### config.mk
export PLATFORM = sky130hd
export DESIGN_NAME = input_terminal_function_mapper
export DESIGN_NICKNAME = d
export VERILOG_FILES = /design/src/logic/terminal_map_pkg.sv /design/src/logic/input_terminal_function_mapper.sv
export VERILOG_INCLUDE_DIRS = /design/src /design/src/logic
export SDC_FILE = /design/constraint.sdc
export NUM_CORES = 1
export LEC_CHECK = 0
export BUFFER_PORTS_ARGS = -buffer_cell sky130_fd_sc_hd__buf_2
export CAP_MARGIN = 10
export CORE_MARGIN = 1
export CORE_UTILIZATION = 52
export DETAILED_ROUTE_END_ITERATION = 8
export PLACE_DENSITY_LB_ADDON = 0.05
export REMOVE_ABC_BUFFERS = 1
export SYNTH_ARGS = -nofsm -noshare
export SYNTH_HDL_FRONTEND = slang
export SYNTH_SLANG_ARGS = --single-unit
### constraint.sdc
create_clock -name clk -period 2.35 [get_ports clk]
set_input_delay 0.3525 -clock clk [delete_from_list [all_inputs] [get_ports clk]]
set_output_delay 0.3525 -clock clk [all_outputs]
set_load 0.005 [all_outputs]
### src/logic/terminal_map_params.svh
// constants for the contact input function mapper
`ifndef TERMINAL_MAP_PARAMS_SVH
`define TERMINAL_MAP_PARAMS_SVH

// control clock and contact debounce timing
`define CLK_PERIOD_NS 100
`define DEBOUNCE_TIME_US 1000
`define DEBOUNCE_CYCLES_DFLT ((`DEBOUNCE_TIME_US * 1000 + `CLK_PERIOD_NS - 1) / `CLK_PERIOD_NS)

// input function codes
`define FN_NONE 7'h00
`define FN_STANDBY 7'h01
`define FN_FWD 7'h02
`define FN_REV 7'h03
`define FN_JOG 7'h04
`define FN_RAMP2 7'h05
`define FN_PRESET0 7'h06
`define FN_RESET 7'h0a
`define FN_MAX 7'h4b

// function codes after reset
`define CODE0_RST 7'h02
`define CODE1_RST 7'h03
`define CODE2_RST 7'h00
`define CODE3_RST 7'h0a
`define DUAL_CODE_RST 7'h00

// configuration write indices
`define CFG_IDX_DUAL_CODE 3'h4
`define CFG_IDX_DUAL_MODE 3'h5
`define DUAL_MODE_MAX 2'h2

// channel layout
`define NUM_CH 5
`define DUAL_CH 4
`define NUM_PRESET_BITS 4

`endif

### src/logic/terminal_map_pkg.sv
// types for the contact input function mapper
package terminal_map_pkg;
	typedef logic [6:0] func_code_t;
	typedef enum logic [1:0] {
		DUAL_ANALOG,
		DUAL_SINK,
		DUAL_SOURCE
	} dual_mode_e;
endpackage

### src/logic/input_terminal_function_mapper.sv
// maps contact inputs onto run, standby, jog, ramp, preset and reset commands
`timescale 1ns/1ns
`include "terminal_map_params.svh"

module input_terminal_function_mapper import terminal_map_pkg::*; #(
	parameter int DEBOUNCE_CYCLES = `DEBOUNCE_CYCLES_DFLT
) (
	// clock and reset
	input wire logic clk,
	input wire logic rstn,
	// contact pins, asynchronous to clk
	input wire logic contact_in0,
	input wire logic contact_in1,
	input wire logic contact_in2,
	input wire logic contact_in3,
	input wire logic dual_purpose_input,
	// configuration writes from software or keypad
	input wire logic cfg_write,
	input wire logic [2:0] cfg_index,
	input wire logic [6:0] cfg_value,
	// operating mode
	input wire logic three_wire_mode,
	// current configuration
	output logic [6:0] contact_in0_function_code,
	output logic [6:0] contact_in1_function_code,
	output logic [6:0] contact_in2_function_code,
	output logic [6:0] contact_in3_function_code,
	output logic [6:0] dual_input_function_code,
	output logic [1:0] dual_input_mode_select,
	// commands to the drive
	output logic ready_q,
	output logic coast_stop_q,
	output logic run_fwd_q,
	output logic run_rev_q,
	output logic slowdown_stop_q,
	output logic jog_run_q,
	output logic ramp2_select_q,
	output logic [3:0] preset_speed_q,
	output logic preset_active_q,
	output logic reset_armed_q,
	output logic trip_reset_q
);

	localparam int CNT_W = $clog2(DEBOUNCE_CYCLES + 1);
	localparam logic [CNT_W-1:0] CNT_LAST = CNT_W'(DEBOUNCE_CYCLES - 1);

	// mask of channels that carry a given function code
	function automatic logic [`NUM_CH-1:0] match(input func_code_t [`NUM_CH-1:0] codes,
			input func_code_t fn);
		logic [`NUM_CH-1:0] m;
		m = '0;
		for (int i = 0; i < `NUM_CH; i++) begin
			m[i] = (codes[i] == fn);
		end
		return m;
	endfunction

	// configuration group
	func_code_t [`NUM_CH-1:0] code_q, code_d;
	dual_mode_e mode_q, mode_d;

	// out-of-range values are dropped so a bad write cannot leave an undefined code
	always_comb begin
		code_d = code_q;
		mode_d = mode_q;
		if (cfg_write) begin
			if (cfg_index < 3'(`NUM_CH) && cfg_value <= `FN_MAX) begin
				code_d[cfg_index] = cfg_value;
			end
			if (cfg_index == `CFG_IDX_DUAL_MODE && cfg_value[1:0] <= `DUAL_MODE_MAX
					&& cfg_value[6:2] == 5'h00) begin
				mode_d = dual_mode_e'(cfg_value[1:0]);
			end
		end
	end

	always_ff @(posedge clk) begin
		if (!rstn) begin
			code_q[0] <= `CODE0_RST;
			code_q[1] <= `CODE1_RST;
			code_q[2] <= `CODE2_RST;
			code_q[3] <= `CODE3_RST;
			code_q[`DUAL_CH] <= `DUAL_CODE_RST;
			mode_q <= DUAL_ANALOG;
		end else begin
			code_q <= code_d;
			mode_q <= mode_d;
		end
	end

	assign contact_in0_function_code = code_q[0];
	assign contact_in1_function_code = code_q[1];
	assign contact_in2_function_code = code_q[2];
	assign contact_in3_function_code = code_q[3];
	assign dual_input_function_code = code_q[`DUAL_CH];
	assign dual_input_mode_select = mode_q;

	// synchroniser and debounce group
	logic [`NUM_CH-1:0] pins;
	logic [`NUM_CH-1:0] sync1_q, sync2_q, deb_q, deb_d;
	logic [CNT_W-1:0] cnt_q [`NUM_CH];
	logic [CNT_W-1:0] cnt_d [`NUM_CH];

	assign pins = {dual_purpose_input, contact_in3, contact_in2, contact_in1, contact_in0};

	// debounce filter
	// a level must hold for the full window before it is taken; chatter restarts the count
	always_comb begin
		deb_d = deb_q;
		for (int i = 0; i < `NUM_CH; i++) begin
			cnt_d[i] = '0;
			if (sync2_q[i] != deb_q[i]) begin
				if (cnt_q[i] == CNT_LAST) begin
					deb_d[i] = sync2_q[i];
				end else begin
					cnt_d[i] = cnt_q[i] + CNT_W'(1);
				end
			end
		end
	end

	always_ff @(posedge clk) begin
		if (!rstn) begin
			sync1_q <= '0;
			sync2_q <= '0;
			deb_q <= '0;
			for (int i = 0; i < `NUM_CH; i++) begin
				cnt_q[i] <= '0;
			end
		end else begin
			sync1_q <= pins;
			sync2_q <= sync1_q;
			deb_q <= deb_d;
			cnt_q <= cnt_d;
		end
	end

	// active levels and edges
	logic [`NUM_CH-1:0] lvl, prev_q, chan_en, rise, fall;

	// sink inputs are active low, source inputs active high; analog mode has no contact
	always_comb begin
		lvl = deb_q;
		lvl[`DUAL_CH] = (mode_q == DUAL_SINK) ? ~deb_q[`DUAL_CH] : deb_q[`DUAL_CH];
		chan_en = '1;
		chan_en[`DUAL_CH] = (mode_q != DUAL_ANALOG);
	end

	assign rise = lvl & ~prev_q;
	assign fall = ~lvl & prev_q;

	// per-function views; codes 0 and 11..75 match nothing here, so they stay inert
	logic [`NUM_CH-1:0] m_stby, m_fwd, m_rev, m_jog, m_ramp, m_rst;
	assign m_stby = match(code_q, `FN_STANDBY) & chan_en;
	assign m_fwd = match(code_q, `FN_FWD) & chan_en;
	assign m_rev = match(code_q, `FN_REV) & chan_en;
	assign m_jog = match(code_q, `FN_JOG) & chan_en;
	assign m_ramp = match(code_q, `FN_RAMP2) & chan_en;
	assign m_rst = match(code_q, `FN_RESET) & chan_en;

	// command group
	logic ready_d, coast_d, fwd_d, rev_d, slow_d, jog_d, ramp2_d;
	logic [3:0] preset_d;
	logic preset_act_d, armed_d, trip_reset_d;
	logic fwd_on, rev_on;

	always_comb begin
		fwd_on = |(m_fwd & lvl);
		rev_on = |(m_rev & lvl);
		// standby gate
		// with no standby input assigned the drive stays ready
		coast_d = |(m_stby & ~lvl);
		ready_d = ~coast_d;
		if (!three_wire_mode) begin
			// forward and reverse level run
			// both directions held together is treated as a stop
			fwd_d = fwd_on & ~rev_on;
			rev_d = rev_on & ~fwd_on;
		end else begin
			fwd_d = run_fwd_q;
			rev_d = run_rev_q;
			// forward and reverse start edge
			// an edge in the other direction reverses; simultaneous edges keep state
			if (|(m_fwd & rise) && !(|(m_rev & rise))) begin
				fwd_d = 1'b1;
				rev_d = 1'b0;
			end else if (|(m_rev & rise) && !(|(m_fwd & rise))) begin
				fwd_d = 1'b0;
				rev_d = 1'b1;
			end
		end
		if (coast_d) begin
			fwd_d = 1'b0;
			rev_d = 1'b0;
		end
		slow_d = (run_fwd_q | run_rev_q) & ~(fwd_d | rev_d) & ~coast_d;
		jog_d = |(m_jog & lvl) & ~coast_d;
		ramp2_d = |(m_ramp & lvl);
		for (int b = 0; b < `NUM_PRESET_BITS; b++) begin
			preset_d[b] = |(match(code_q, `FN_PRESET0 + 7'(b)) & chan_en & lvl);
		end
		preset_act_d = |preset_d;
		armed_d = |(m_rst & lvl);
		trip_reset_d = |(m_rst & fall);
	end

	always_ff @(posedge clk) begin
		if (!rstn) begin
			prev_q <= '0;
			ready_q <= 1'b0;
			coast_stop_q <= 1'b1;
			run_fwd_q <= 1'b0;
			run_rev_q <= 1'b0;
			slowdown_stop_q <= 1'b0;
			jog_run_q <= 1'b0;
			ramp2_select_q <= 1'b0;
			preset_speed_q <= 4'h0;
			preset_active_q <= 1'b0;
			reset_armed_q <= 1'b0;
			trip_reset_q <= 1'b0;
		end else begin
			prev_q <= lvl;
			ready_q <= ready_d;
			coast_stop_q <= coast_d;
			run_fwd_q <= fwd_d;
			run_rev_q <= rev_d;
			slowdown_stop_q <= slow_d;
			jog_run_q <= jog_d;
			ramp2_select_q <= ramp2_d;
			preset_speed_q <= preset_d;
			preset_active_q <= preset_act_d;
			reset_armed_q <= armed_d;
			trip_reset_q <= trip_reset_d;
		end
	end

endmodule

---- Word-level counts from Yosys, hierarchy flattened ----
Index checks and enable logic that the tools add are counted.
word-level totals
  output and inout bits ................... 51
  bits in registers ....................... 141
cells by class
  eq/ne operators ......................... 62
  order comparisons ....................... 5
  reductions and logical operators ........ 36
  bitwise logic cells ..................... 45
  add/sub/neg operators ................... 5
  muxes and demuxes ....................... 12
operators by type and width
  kind                   count
  $eq 7x3->1 const B     20
  $and 5x5->5            25
  $eq 7x4->1 const B     15
  $add 14x1->14 const B  5
  $eq 14x14->1 const B   5
  $eq 7x2->1 const B     10
  $reduce_or 5->1        13
  $bwmux 35              1
  $eq 7x1->1 const B     5
  $demux 7 s3            1
  $reduce_or 20->1       1
  $reduce_or 3->1        5
  $reduce_and 2->1       7
  $not 1->1              11
  $not 5->5              2
  $mux 1                 9
  $le 7x7->1 const B     1
  $mux 7                 1
  $logic_and 1x1->1      6
  $and 1x1->1            5
  $logic_not 5->1        1
  $ne 1x1->1             5
  $lt 3x4->1 const B     1
  $eq 3x3->1 const B     1
  other kinds (7)        9

---- Longest topological paths before layout ----
Gate-level depths: netlist of the first run.
  depth in word-level cells ............... 15
  mapped depth ............................ 8
  mapped depth without buffers ............ 7

---- Worst setup path before layout of the first run ----
OpenSTA, ideal clock, no wires.
  path type ............................... reg2reg
  start ................................... reg deb_q[1]
  end ..................................... reg slowdown_stop_q
  arrival ................................. 2,103 ps
  path slack .............................. 160 ps
  period minus slack after synthesis ...... 2,190 ps
  cell stages (with the launch flop) ...... 8
  path through ............................ dfxtp_1 > or4b_1 > or4_1 > o22ai_1 > nor3_1 > maj3_2 > o211ai_2 > nor4b_2
on the way
  longest elaborated chain between the ends .. 13
  elaborated cells between the ends (all ways) .. 33
  those cells by class .................... mux (8); bitwise (16); reduce/logical (9)
RTL lines
  what                      RTL line                                                                      text
  start: declaration        input_terminal_function_mapper.sv:100                                         logic [`NUM_CH-1:0] sync1_q, sync2_q, deb_q, deb_d;
  start signal: assignment  input_terminal_function_mapper.sv:126                                         deb_q <= '0;
  start signal: assignment  input_terminal_function_mapper.sv:133                                         deb_q <= deb_d;
  $and 5x5->5               input_terminal_function_mapper.sv:149                                         assign rise = lvl & ~prev_q;
  $and 5x5->5               input_terminal_function_mapper.sv:184, input_terminal_function_mapper.sv:187
  $reduce_or 5->1           input_terminal_function_mapper.sv:184, input_terminal_function_mapper.sv:187
  $logic_not 1->1           input_terminal_function_mapper.sv:187                                         end else if (|(m_rev & rise) && !(|(m_fwd & rise))) begin
  $logic_and 1x1->1         input_terminal_function_mapper.sv:187
  $mux 1                    input_terminal_function_mapper.sv:187
  $mux 1                    input_terminal_function_mapper.sv:184                                         if (|(m_fwd & rise) && !(|(m_rev & rise))) begin
  $mux 1                    input_terminal_function_mapper.sv:174                                         if (!three_wire_mode) begin
  $mux 1                    input_terminal_function_mapper.sv:192                                         if (coast_d) begin
  $or 1x1->1                input_terminal_function_mapper.sv:196                                         slow_d = (run_fwd_q | run_rev_q) & ~(fwd_d | rev_d) & ~coast_d;
  $not 1->1                 input_terminal_function_mapper.sv:196
  $and 1x1->1               input_terminal_function_mapper.sv:196
  $and 1x1->1 (*)           input_terminal_function_mapper.sv:196
  end signal: assignment    input_terminal_function_mapper.sv:227                                         slowdown_stop_q <= slow_d;
  end: declaration          input_terminal_function_mapper.sv:35                                          output logic slowdown_stop_q,
Mark *: on every way between the ends. The rest lies on a longest branch, timed or not.
A chain may end at the register's enable or synchronous reset.

---- Worst setup path after layout of the first run ----
  start ................................... reg code_q (netlist bit contact_in1_function_code[6])
  end ..................................... reg run_fwd_q
on the way
  longest elaborated chain between the ends .. 10
  elaborated cells between the ends (all ways) .. 26
  those cells by class .................... eq/ne (3); mux (4); bitwise (10); reduce/logical (9)
RTL lines
  what                              RTL line                                                                      text
  start: declaration                input_terminal_function_mapper.sv:59                                          func_code_t [`NUM_CH-1:0] code_q, code_d;
  start signal: indexed assignment  input_terminal_function_mapper.sv:83                                          code_q[`DUAL_CH] <= `DUAL_CODE_RST;
  start signal: assignment          input_terminal_function_mapper.sv:86                                          code_q <= code_d;
  $eq 7x2->1                        input_terminal_function_mapper.sv:53                                          m[i] = (codes[i] == fn);
  $and 5x5->5                       input_terminal_function_mapper.sv:155                                         assign m_fwd = match(code_q, `FN_FWD) & chan_en;
  $and 5x5->5                       input_terminal_function_mapper.sv:184, input_terminal_function_mapper.sv:187
  $reduce_or 5->1                   input_terminal_function_mapper.sv:184, input_terminal_function_mapper.sv:187
  $logic_not 1->1                   input_terminal_function_mapper.sv:187
  $logic_and 1x1->1                 input_terminal_function_mapper.sv:187
  $mux 1                            input_terminal_function_mapper.sv:187
  $mux 1                            input_terminal_function_mapper.sv:184
  $mux 1                            input_terminal_function_mapper.sv:174
  $mux 1 (*)                        input_terminal_function_mapper.sv:192
  end signal: assignment            input_terminal_function_mapper.sv:225                                         run_fwd_q <= fwd_d;
  end: declaration                  input_terminal_function_mapper.sv:33                                          output logic run_fwd_q,
Marked as above.

==> results of run 1 <==
## logic make-up (layout without fill, tap and decap cells)
family / Yosys count / in the layout / share of synthesized area, %
fa+ha+maj: 7 / 7 / 1.380
flops: 141 / 141 / 46.48
simple gates: 345 / 345 / 28.53
mux: 42 / 42 / 6.922
buf+inv: 37 / 146 / 2.410
compound gates: 53 / 53 / 5.769
xor+xnor: 59 / 59 / 8.509
## registers in the layout, summed over array words and instances, names as in the netlist, 2 cells and up
signal and cells:
sync1_q 5, sync2_q 5, prev_q 5, contact_in1_function_code 7, preset_speed_q 4, cnt_q 70, contact_in3_function_code 7, deb_q 5
contact_in0_function_code 7, dual_input_function_code 7, dual_input_mode_select 2, contact_in2_function_code 7
## placed cells by master (no fill, tap or decap), drive strengths merged, types with 8 or more instances in the layout
master / count
or3: 11
clkbuf: 18
nand4: 23
clkinv: 8
a21oi: 12
and3: 18
buf: 98
nor3: 17
mux2i: 42
nand3: 41
nor2b: 9
dfxtp: 141
nor4: 9
xor2: 40
and2: 18
nand2: 38
o21ai: 11
xnor2: 19
nor2: 129
inv: 16
## power breakdown
group / total, mW / switching (mW) / internal, mW
Sequential: 2.43 / 0.0179 / 2.41
Combinational: 0.177 / 0.109 / 0.0685
Clock: 2.61 / 1.03 / 1.59
Total: 5.23 / 1.16 / 4.07
## cells in the mapped netlist (all sizes together), types with 17 or more instances
library cell / instances / share of area, %
and2: 18 / 1.9
and3: 18 / 1.9
clkbuf: 20 / 1.2
dfxtp: 141 / 46
mux2i: 42 / 6.9
nand2: 38 / 2.3
nand3: 41 / 3.4
nand4: 23 / 2.4
nor2: 129 / 8.0
nor3: 17 / 1.4
xnor2: 19 / 2.7
xor2: 40 / 5.8
## how the worst max path moves through the flow
| stage | slack, ps | to |
|---|---|---|
| final | 10 | run_fwd_q$_SDFF_PN0_ |
| after global routing | -80 | slowdown_stop_q$_SDFF_PN0_ |
| after CTS | 20 | slowdown_stop_q$_SDFF_PN0_ |
| after detailed placement | -0.5 | slowdown_stop_q$_SDFF_PN0_ |
| after global placement | 50 | slowdown_stop_q$_SDFF_PN0_ |
| after floorplan | 160 | slowdown_stop_q$_SDFF_PN0_ |
## routing by layer
layer  global-route usage, %  vias to the layer above  part of all wire [%]
li1                        -                     2575                     -
met1                   33.93                     2491                    48
met2                   40.54                      142                    45
met3                   6.114                       21                   4.9
met4                   9.238                        0                   1.7
met5                       0                        -                     0
## timing repair
| item | 4_1_cts | 5_1_grt |
|---|---|---|
| setup buffers | 0 | 3 |
| pin swaps | 0 | 2 |
| endpoints found under the setup margin | 1 | 3 |
| resized for setup | 1 | 7 |
## critical path, cell delays in order (launching register included)
cell      delay, ps
dfxtp_2         320
or4b_4          560
or4_4           460
o22ai_4         160
nor3_2           60
maj3_2          300
o211ai_2        190
buf_4           130
nor2_1           30
## area by class of cell
class	instances	share of cell area, %
multi-input cells	506	42.71
flip-flops and latches	141	38.43
repair buffers	98	7.660
clock buffers	18	5.974
well taps	143	2.434
clock inverters	14	1.974
inverters	16	0.8170
## per-stage QoR
| stage | instance area, um2 | total power, mW |
|---|---|---|
| 6_report | 7351 | 5.225 |
| 5_1_grt | 7351 | 5.401 |
| 4_1_cts | 7295 | 5.257 |
| 3_5_place_dp | 6706 | 2.656 |
| 3_3_place_gp | 6706 | 2.653 |
| 2_1_floorplan | 5987 | 2.560 |
==> flow_summary.yaml, run 1 <==
yosys:
  synth-edff-count: 0
  ys_warn_count: 0
  netlist_area_mm2: 0.006073
  async_reset_ff_share_pct: 0
  synth_flop_cell: "dfxtp_1"
  seq_area_frac_synth_pct: 46.48
  postSynthAreaPerCell_um2: 8.879
  yosysUniqueCellTypes: 52
  synth_cells: 684
  ys_ff_latch: 141
power:
  ir_worst_vdd_mv: 0.7804
  leakage_nw: 2.996
  power.density_mw_per_mm2: 710.8
sta:
  fmax_ghz: 0.4277
  rsz0062_at_grt: "yes"
  slew_headroom_pct: 62.33
  worst_slack_ps: 11.89
  fin_crit_ps: 2338
  worst_pin_slew_ps: 563.4
  drv_slew: 0
  setup_viol: 0
  finalHoldViolCount: 0
  hold_ws_ps: 137.6
  setup_tns_ps: 0
  finalCritPeriodShare_pct: 99.49
  fin_skew_ps: 6.633
layout:
  drive_gt1_share_pct: 18.66
  fin_nets: 804
  regArea_mm2: 0.002825
  syn_to_final_growth_pct: 21.03
  fillers: 986
  multi_input_area_mm2: 0.003139
  stdcell_count: 936
  postLayoutCoreUtil_pct: 64.38
  antenna_cells: 0
detailed_routing:
  wl_mm: 14.75
  drt_pre_antenna_iters: 5
  drcViolationCount: 0
  num_vias: 5229
  ant_nets: 0
  first_iter_violations: 417
  route.detailed.wl_per_inst_um: 15.75
  avgViaCountPerCell: 5.587
cts:
  clockRootBuffer: "clkbuf_16"
  cts_hold_buffers: 0
  cts_max_level: 4
  path_clk_slew_ps: 60
  worstSkewPairLatency_ps: 420
  numCtsBuffers: 17
  tritoncts: "yes"
  clock_sinks: 141
  clockBufferDepth: 2
placed_design:
  pre_cts_slack_ps: -0.4772
  io_buffers: 69
  gp_congestion: 0.9540
  hpwl_mm: 10.60
  place_inst: 901
floorplanning:
  row_count: 39
  dieArea_mm2: 0.01212
  die_y_um: 110.1
  initial_core_util_pct: 53.19
  core_mm2: 0.01142
  io_pins: 70
  die_w_um: 110.1
setup_path:
  critPathArrivalTime_ps: 2620
  r2r-end: "run_fwd_q$_SDFF_PN0_"
  critPathCaptureType: "register"
  path_class: "reg -> reg"
  r2r_slack_ps: 10
  rr_worst_depth: 8
  critPathLaunch: "contact_in1_function_code[6]$_SDFFE_PN0P_"
  worstPathMaxFanout: 3
  cp-start-kind: "register"
  r2r_start: "contact_in1_function_code[6]$_SDFFE_PN0P_"
  cp.required_ps: 2630
grt:
  grt_use_total_pct: 25.61
  antenna_found_initial: 0
  grt_remaining_overflow: 0
  grt_pass1_vias: 4667
  grt_max_degree: 44
  grt_first_pass_wirelength_mm: 23.36
hold_path:
  worstHoldStart: "dual_purpose_input"
  whs_endpoint: "sync1_q[4]$_SDFF_PN0_"
  min_path_cells: 2
  hp-class: "in -> reg"
job:
  max-cap-violations: 0
outcome:
  status: "complete, no violations"
(Power assumes the default switching activity.)
==> run 2, diff against run 1 <==
CORE_UTILIZATION = 34   (was 52)
==> run 2 against run 1 <==
Critical path depth shrank 1. Worst hold slack gained 3.5 ps. Register-to-register slack is essentially flat. Setup slack is essentially flat. Combinational power grew 5%. Clock-buffer cell count grew 4. Via count shrank 1.9%. Die area grew 52%. Sequential power is essentially flat. Fmax is essentially flat. Clock power grew 6%. Power grew 3.1%. Critical path type unchanged. Highest routed layer unchanged.
==> flow_summary.yaml, run 2 (synthesized netlist as in run 1, its figures left out) <==
setup_path:
  path_class: "reg -> reg"
  cp.required_ps: 2680
  critPathArrivalTime_ps: 2660
  cp_slowest_stage_delay_ps: 530
  critPathCaptureType: "register"
  cp-start-kind: "register"
  rr_worst_depth: 7
  cp_slowest_cell: "or4b_4"
  worstPathMaxFanout: 4
  path_cells: "or4b_4, or4_4, o22ai_2, nor3_1, maj3_2, o211ai_2, nor4b_4"
sta:
  worst_pin_slew_ps: 634.5
  fmax_ghz: 0.4276
  fin_skew_ps: 6.984
  rsz0062_at_grt: "yes"
  finalHoldViolCount: 0
  setup_viol: 0
  slew_headroom_pct: 57.31
  drv_slew: 0
  finalCritPeriodShare_pct: 99.51
  fin_crit_ps: 2339
  hold_ws_ps: 141.1
layout:
  final_common_cell: "dfxtp_1"
  fin_nets: 809
  stdcell_count: 1022
  fillers: 1678
  syn_to_final_growth_pct: 23.67
  mostFrequentLayoutCells: "dfxtp_1, nor2_1, buf_2"
  stdcell_area_mm2: 0.007511
  antenna_cells: 0
  drive_gt1_share_pct: 18.70
  largest-register: "cnt_q"
  largest_reg_flops: 70
detailed_routing:
  drt_pre_antenna_iters: 5
  wl_met2_mm: 7.261
  first_iter_violations: 273
  wl_met3_um: 817
  num_vias: 5131
  ant_nets: 0
  avgViaCountPerCell: 5.021
  highest_layer: "met4"
  route.detailed.wl_per_inst_um: 15.62
  met1_length_mm: 7.639
  drcViolationCount: 0
  wl_mm: 15.97
cts:
  clock_sinks: 141
  clockRootBuffer: "clkbuf_16"
  worstSkewPairLatency_ps: 420
  path_clk_slew_ps: 60
  numCtsBuffers: 17
  cts_max_level: 4
  clockBufferDepth: 2
  tritoncts: "yes"
floorplanning:
  die_w_um: 135.7
  io_pins: 70
  dieArea_mm2: 0.01840
  initial_core_util_pct: 34.99
  die_y_um: 135.7
  core_mm2: 0.01736
  row_count: 48
hold_path:
  min_path_cells: 2
  hp-class: "in -> reg"
grt:
  grt_max_degree: 25
  grt_first_pass_wirelength_mm: 25.39
  antenna_found_initial: 0
  grt_remaining_overflow: 0
  grt_pass1_vias: 4947
  grt_use_total_pct: 18.21
placed_design:
  place_inst: 990
  place_area_mm2: 0.006862
  hpwl_mm: 11.97
  io_buffers: 69
  gp_congestion: 0.9614
job:
  max-cap-violations: 0
power:
  ir_worst_vdd_mv: 0.4908
  power.density_mw_per_mm2: 717.2
  power_mw: 5.387
  leakage_nw: 3.045
outcome:
  status: "complete, no violations"
-- run 2: cell count changes in the layout (fill, tap and decap cells not counted) --
cell,previous run,this run
buf_4,29,34
bufinv_16,2,3
clkbuf_1,0,1
clkbuf_8,1,4
clkinv_2,4,2
clkinv_4,3,2
clkinvlp_4,4,1
dfxtp_1,139,140
dfxtp_2,2,1
nor3_1,16,17
nor3_2,1,0
o22ai_2,0,1
o22ai_4,1,0
-- run 2: worst max-delay path, delay by kind of cell (launching register included) --
kind | cells | cell delay [ps]
adder cells (fa/ha/maj) | 1 | 300
AND/OR/NAND/NOR | 4 | 1260
AO/OA/AOI/OAI | 2 | 350
flip-flops | 1 | 330
-- run 2: cell type report --
| type | count | area, um2 | share of cell area [%] |
|---|---|---|---|
| multi-input combinational | 506 | 3127 | 41.63 |
| timing repair buffer | 103 | 600.6 | 7.996 |
| sequential | 141 | 2824 | 37.60 |
| inverter | 16 | 60.06 | 0.7996 |
| clock buffer | 22 | 484.2 | 6.447 |
| tap | 225 | 281.5 | 3.748 |
| clock inverter | 9 | 133.9 | 1.782 |
-- run 2: path summary, 6_finish.rpt --
kind / startpoint / to / slack (ps)
worst max-delay path: contact_in1_function_code[5]$_SDFFE_PN0P_ / slowdown_stop_q$_SDFF_PN0_ / 10
worst min-delay path: dual_purpose_input / sync1_q[4]$_SDFF_PN0_ / 140
worst max register to register: contact_in1_function_code[5]$_SDFFE_PN0P_ / slowdown_stop_q$_SDFF_PN0_ / 10
worst min register to register: sync1_q[1]$_SDFF_PN0_ / sync2_q[1]$_SDFF_PN0_ / 430
-- run 2: layer usage --
layer / global-route usage (%) / vias to the layer above
met5: 0 / -
met1: 23.94 / 2410
met2: 28.80 / 118
li1: - / 2585
met4: 5.743 / 0
met3: 4.901 / 18
-- run 2: what timing repair did --
action                                  4_1_cts  5_1_grt
gates resized for setup                       1        4
endpoints found under the hold margin         0        0
hold buffers                                  0        0
setup buffers                                 0        1
pin swaps                                     0        3
endpoints found under the setup margin        1        2
-- run 2: through the flow --
step | utilization (%) | TNS, ps | setup WS, ps
2_1_floorplan | - | 0 | 160.3
3_3_place_gp | 39.53 | 0 | 61.82
3_5_place_dp | 39.53 | -14.70 | -14.70
4_1_cts | 43.12 | 0 | 12.70
5_1_grt | 43.27 | -170.6 | -72.47
6_report | 43.27 | 0 | 11.49
-- run 2: report_power, final --
| part | total, mW | switching (mW) | internal (mW) |
|---|---|---|---|
| combinational | 0.185 | 0.113 | 0.0719 |
| sequential | 2.43 | 0.0172 | 2.42 |
| clock | 2.77 | 0.990 | 1.78 |
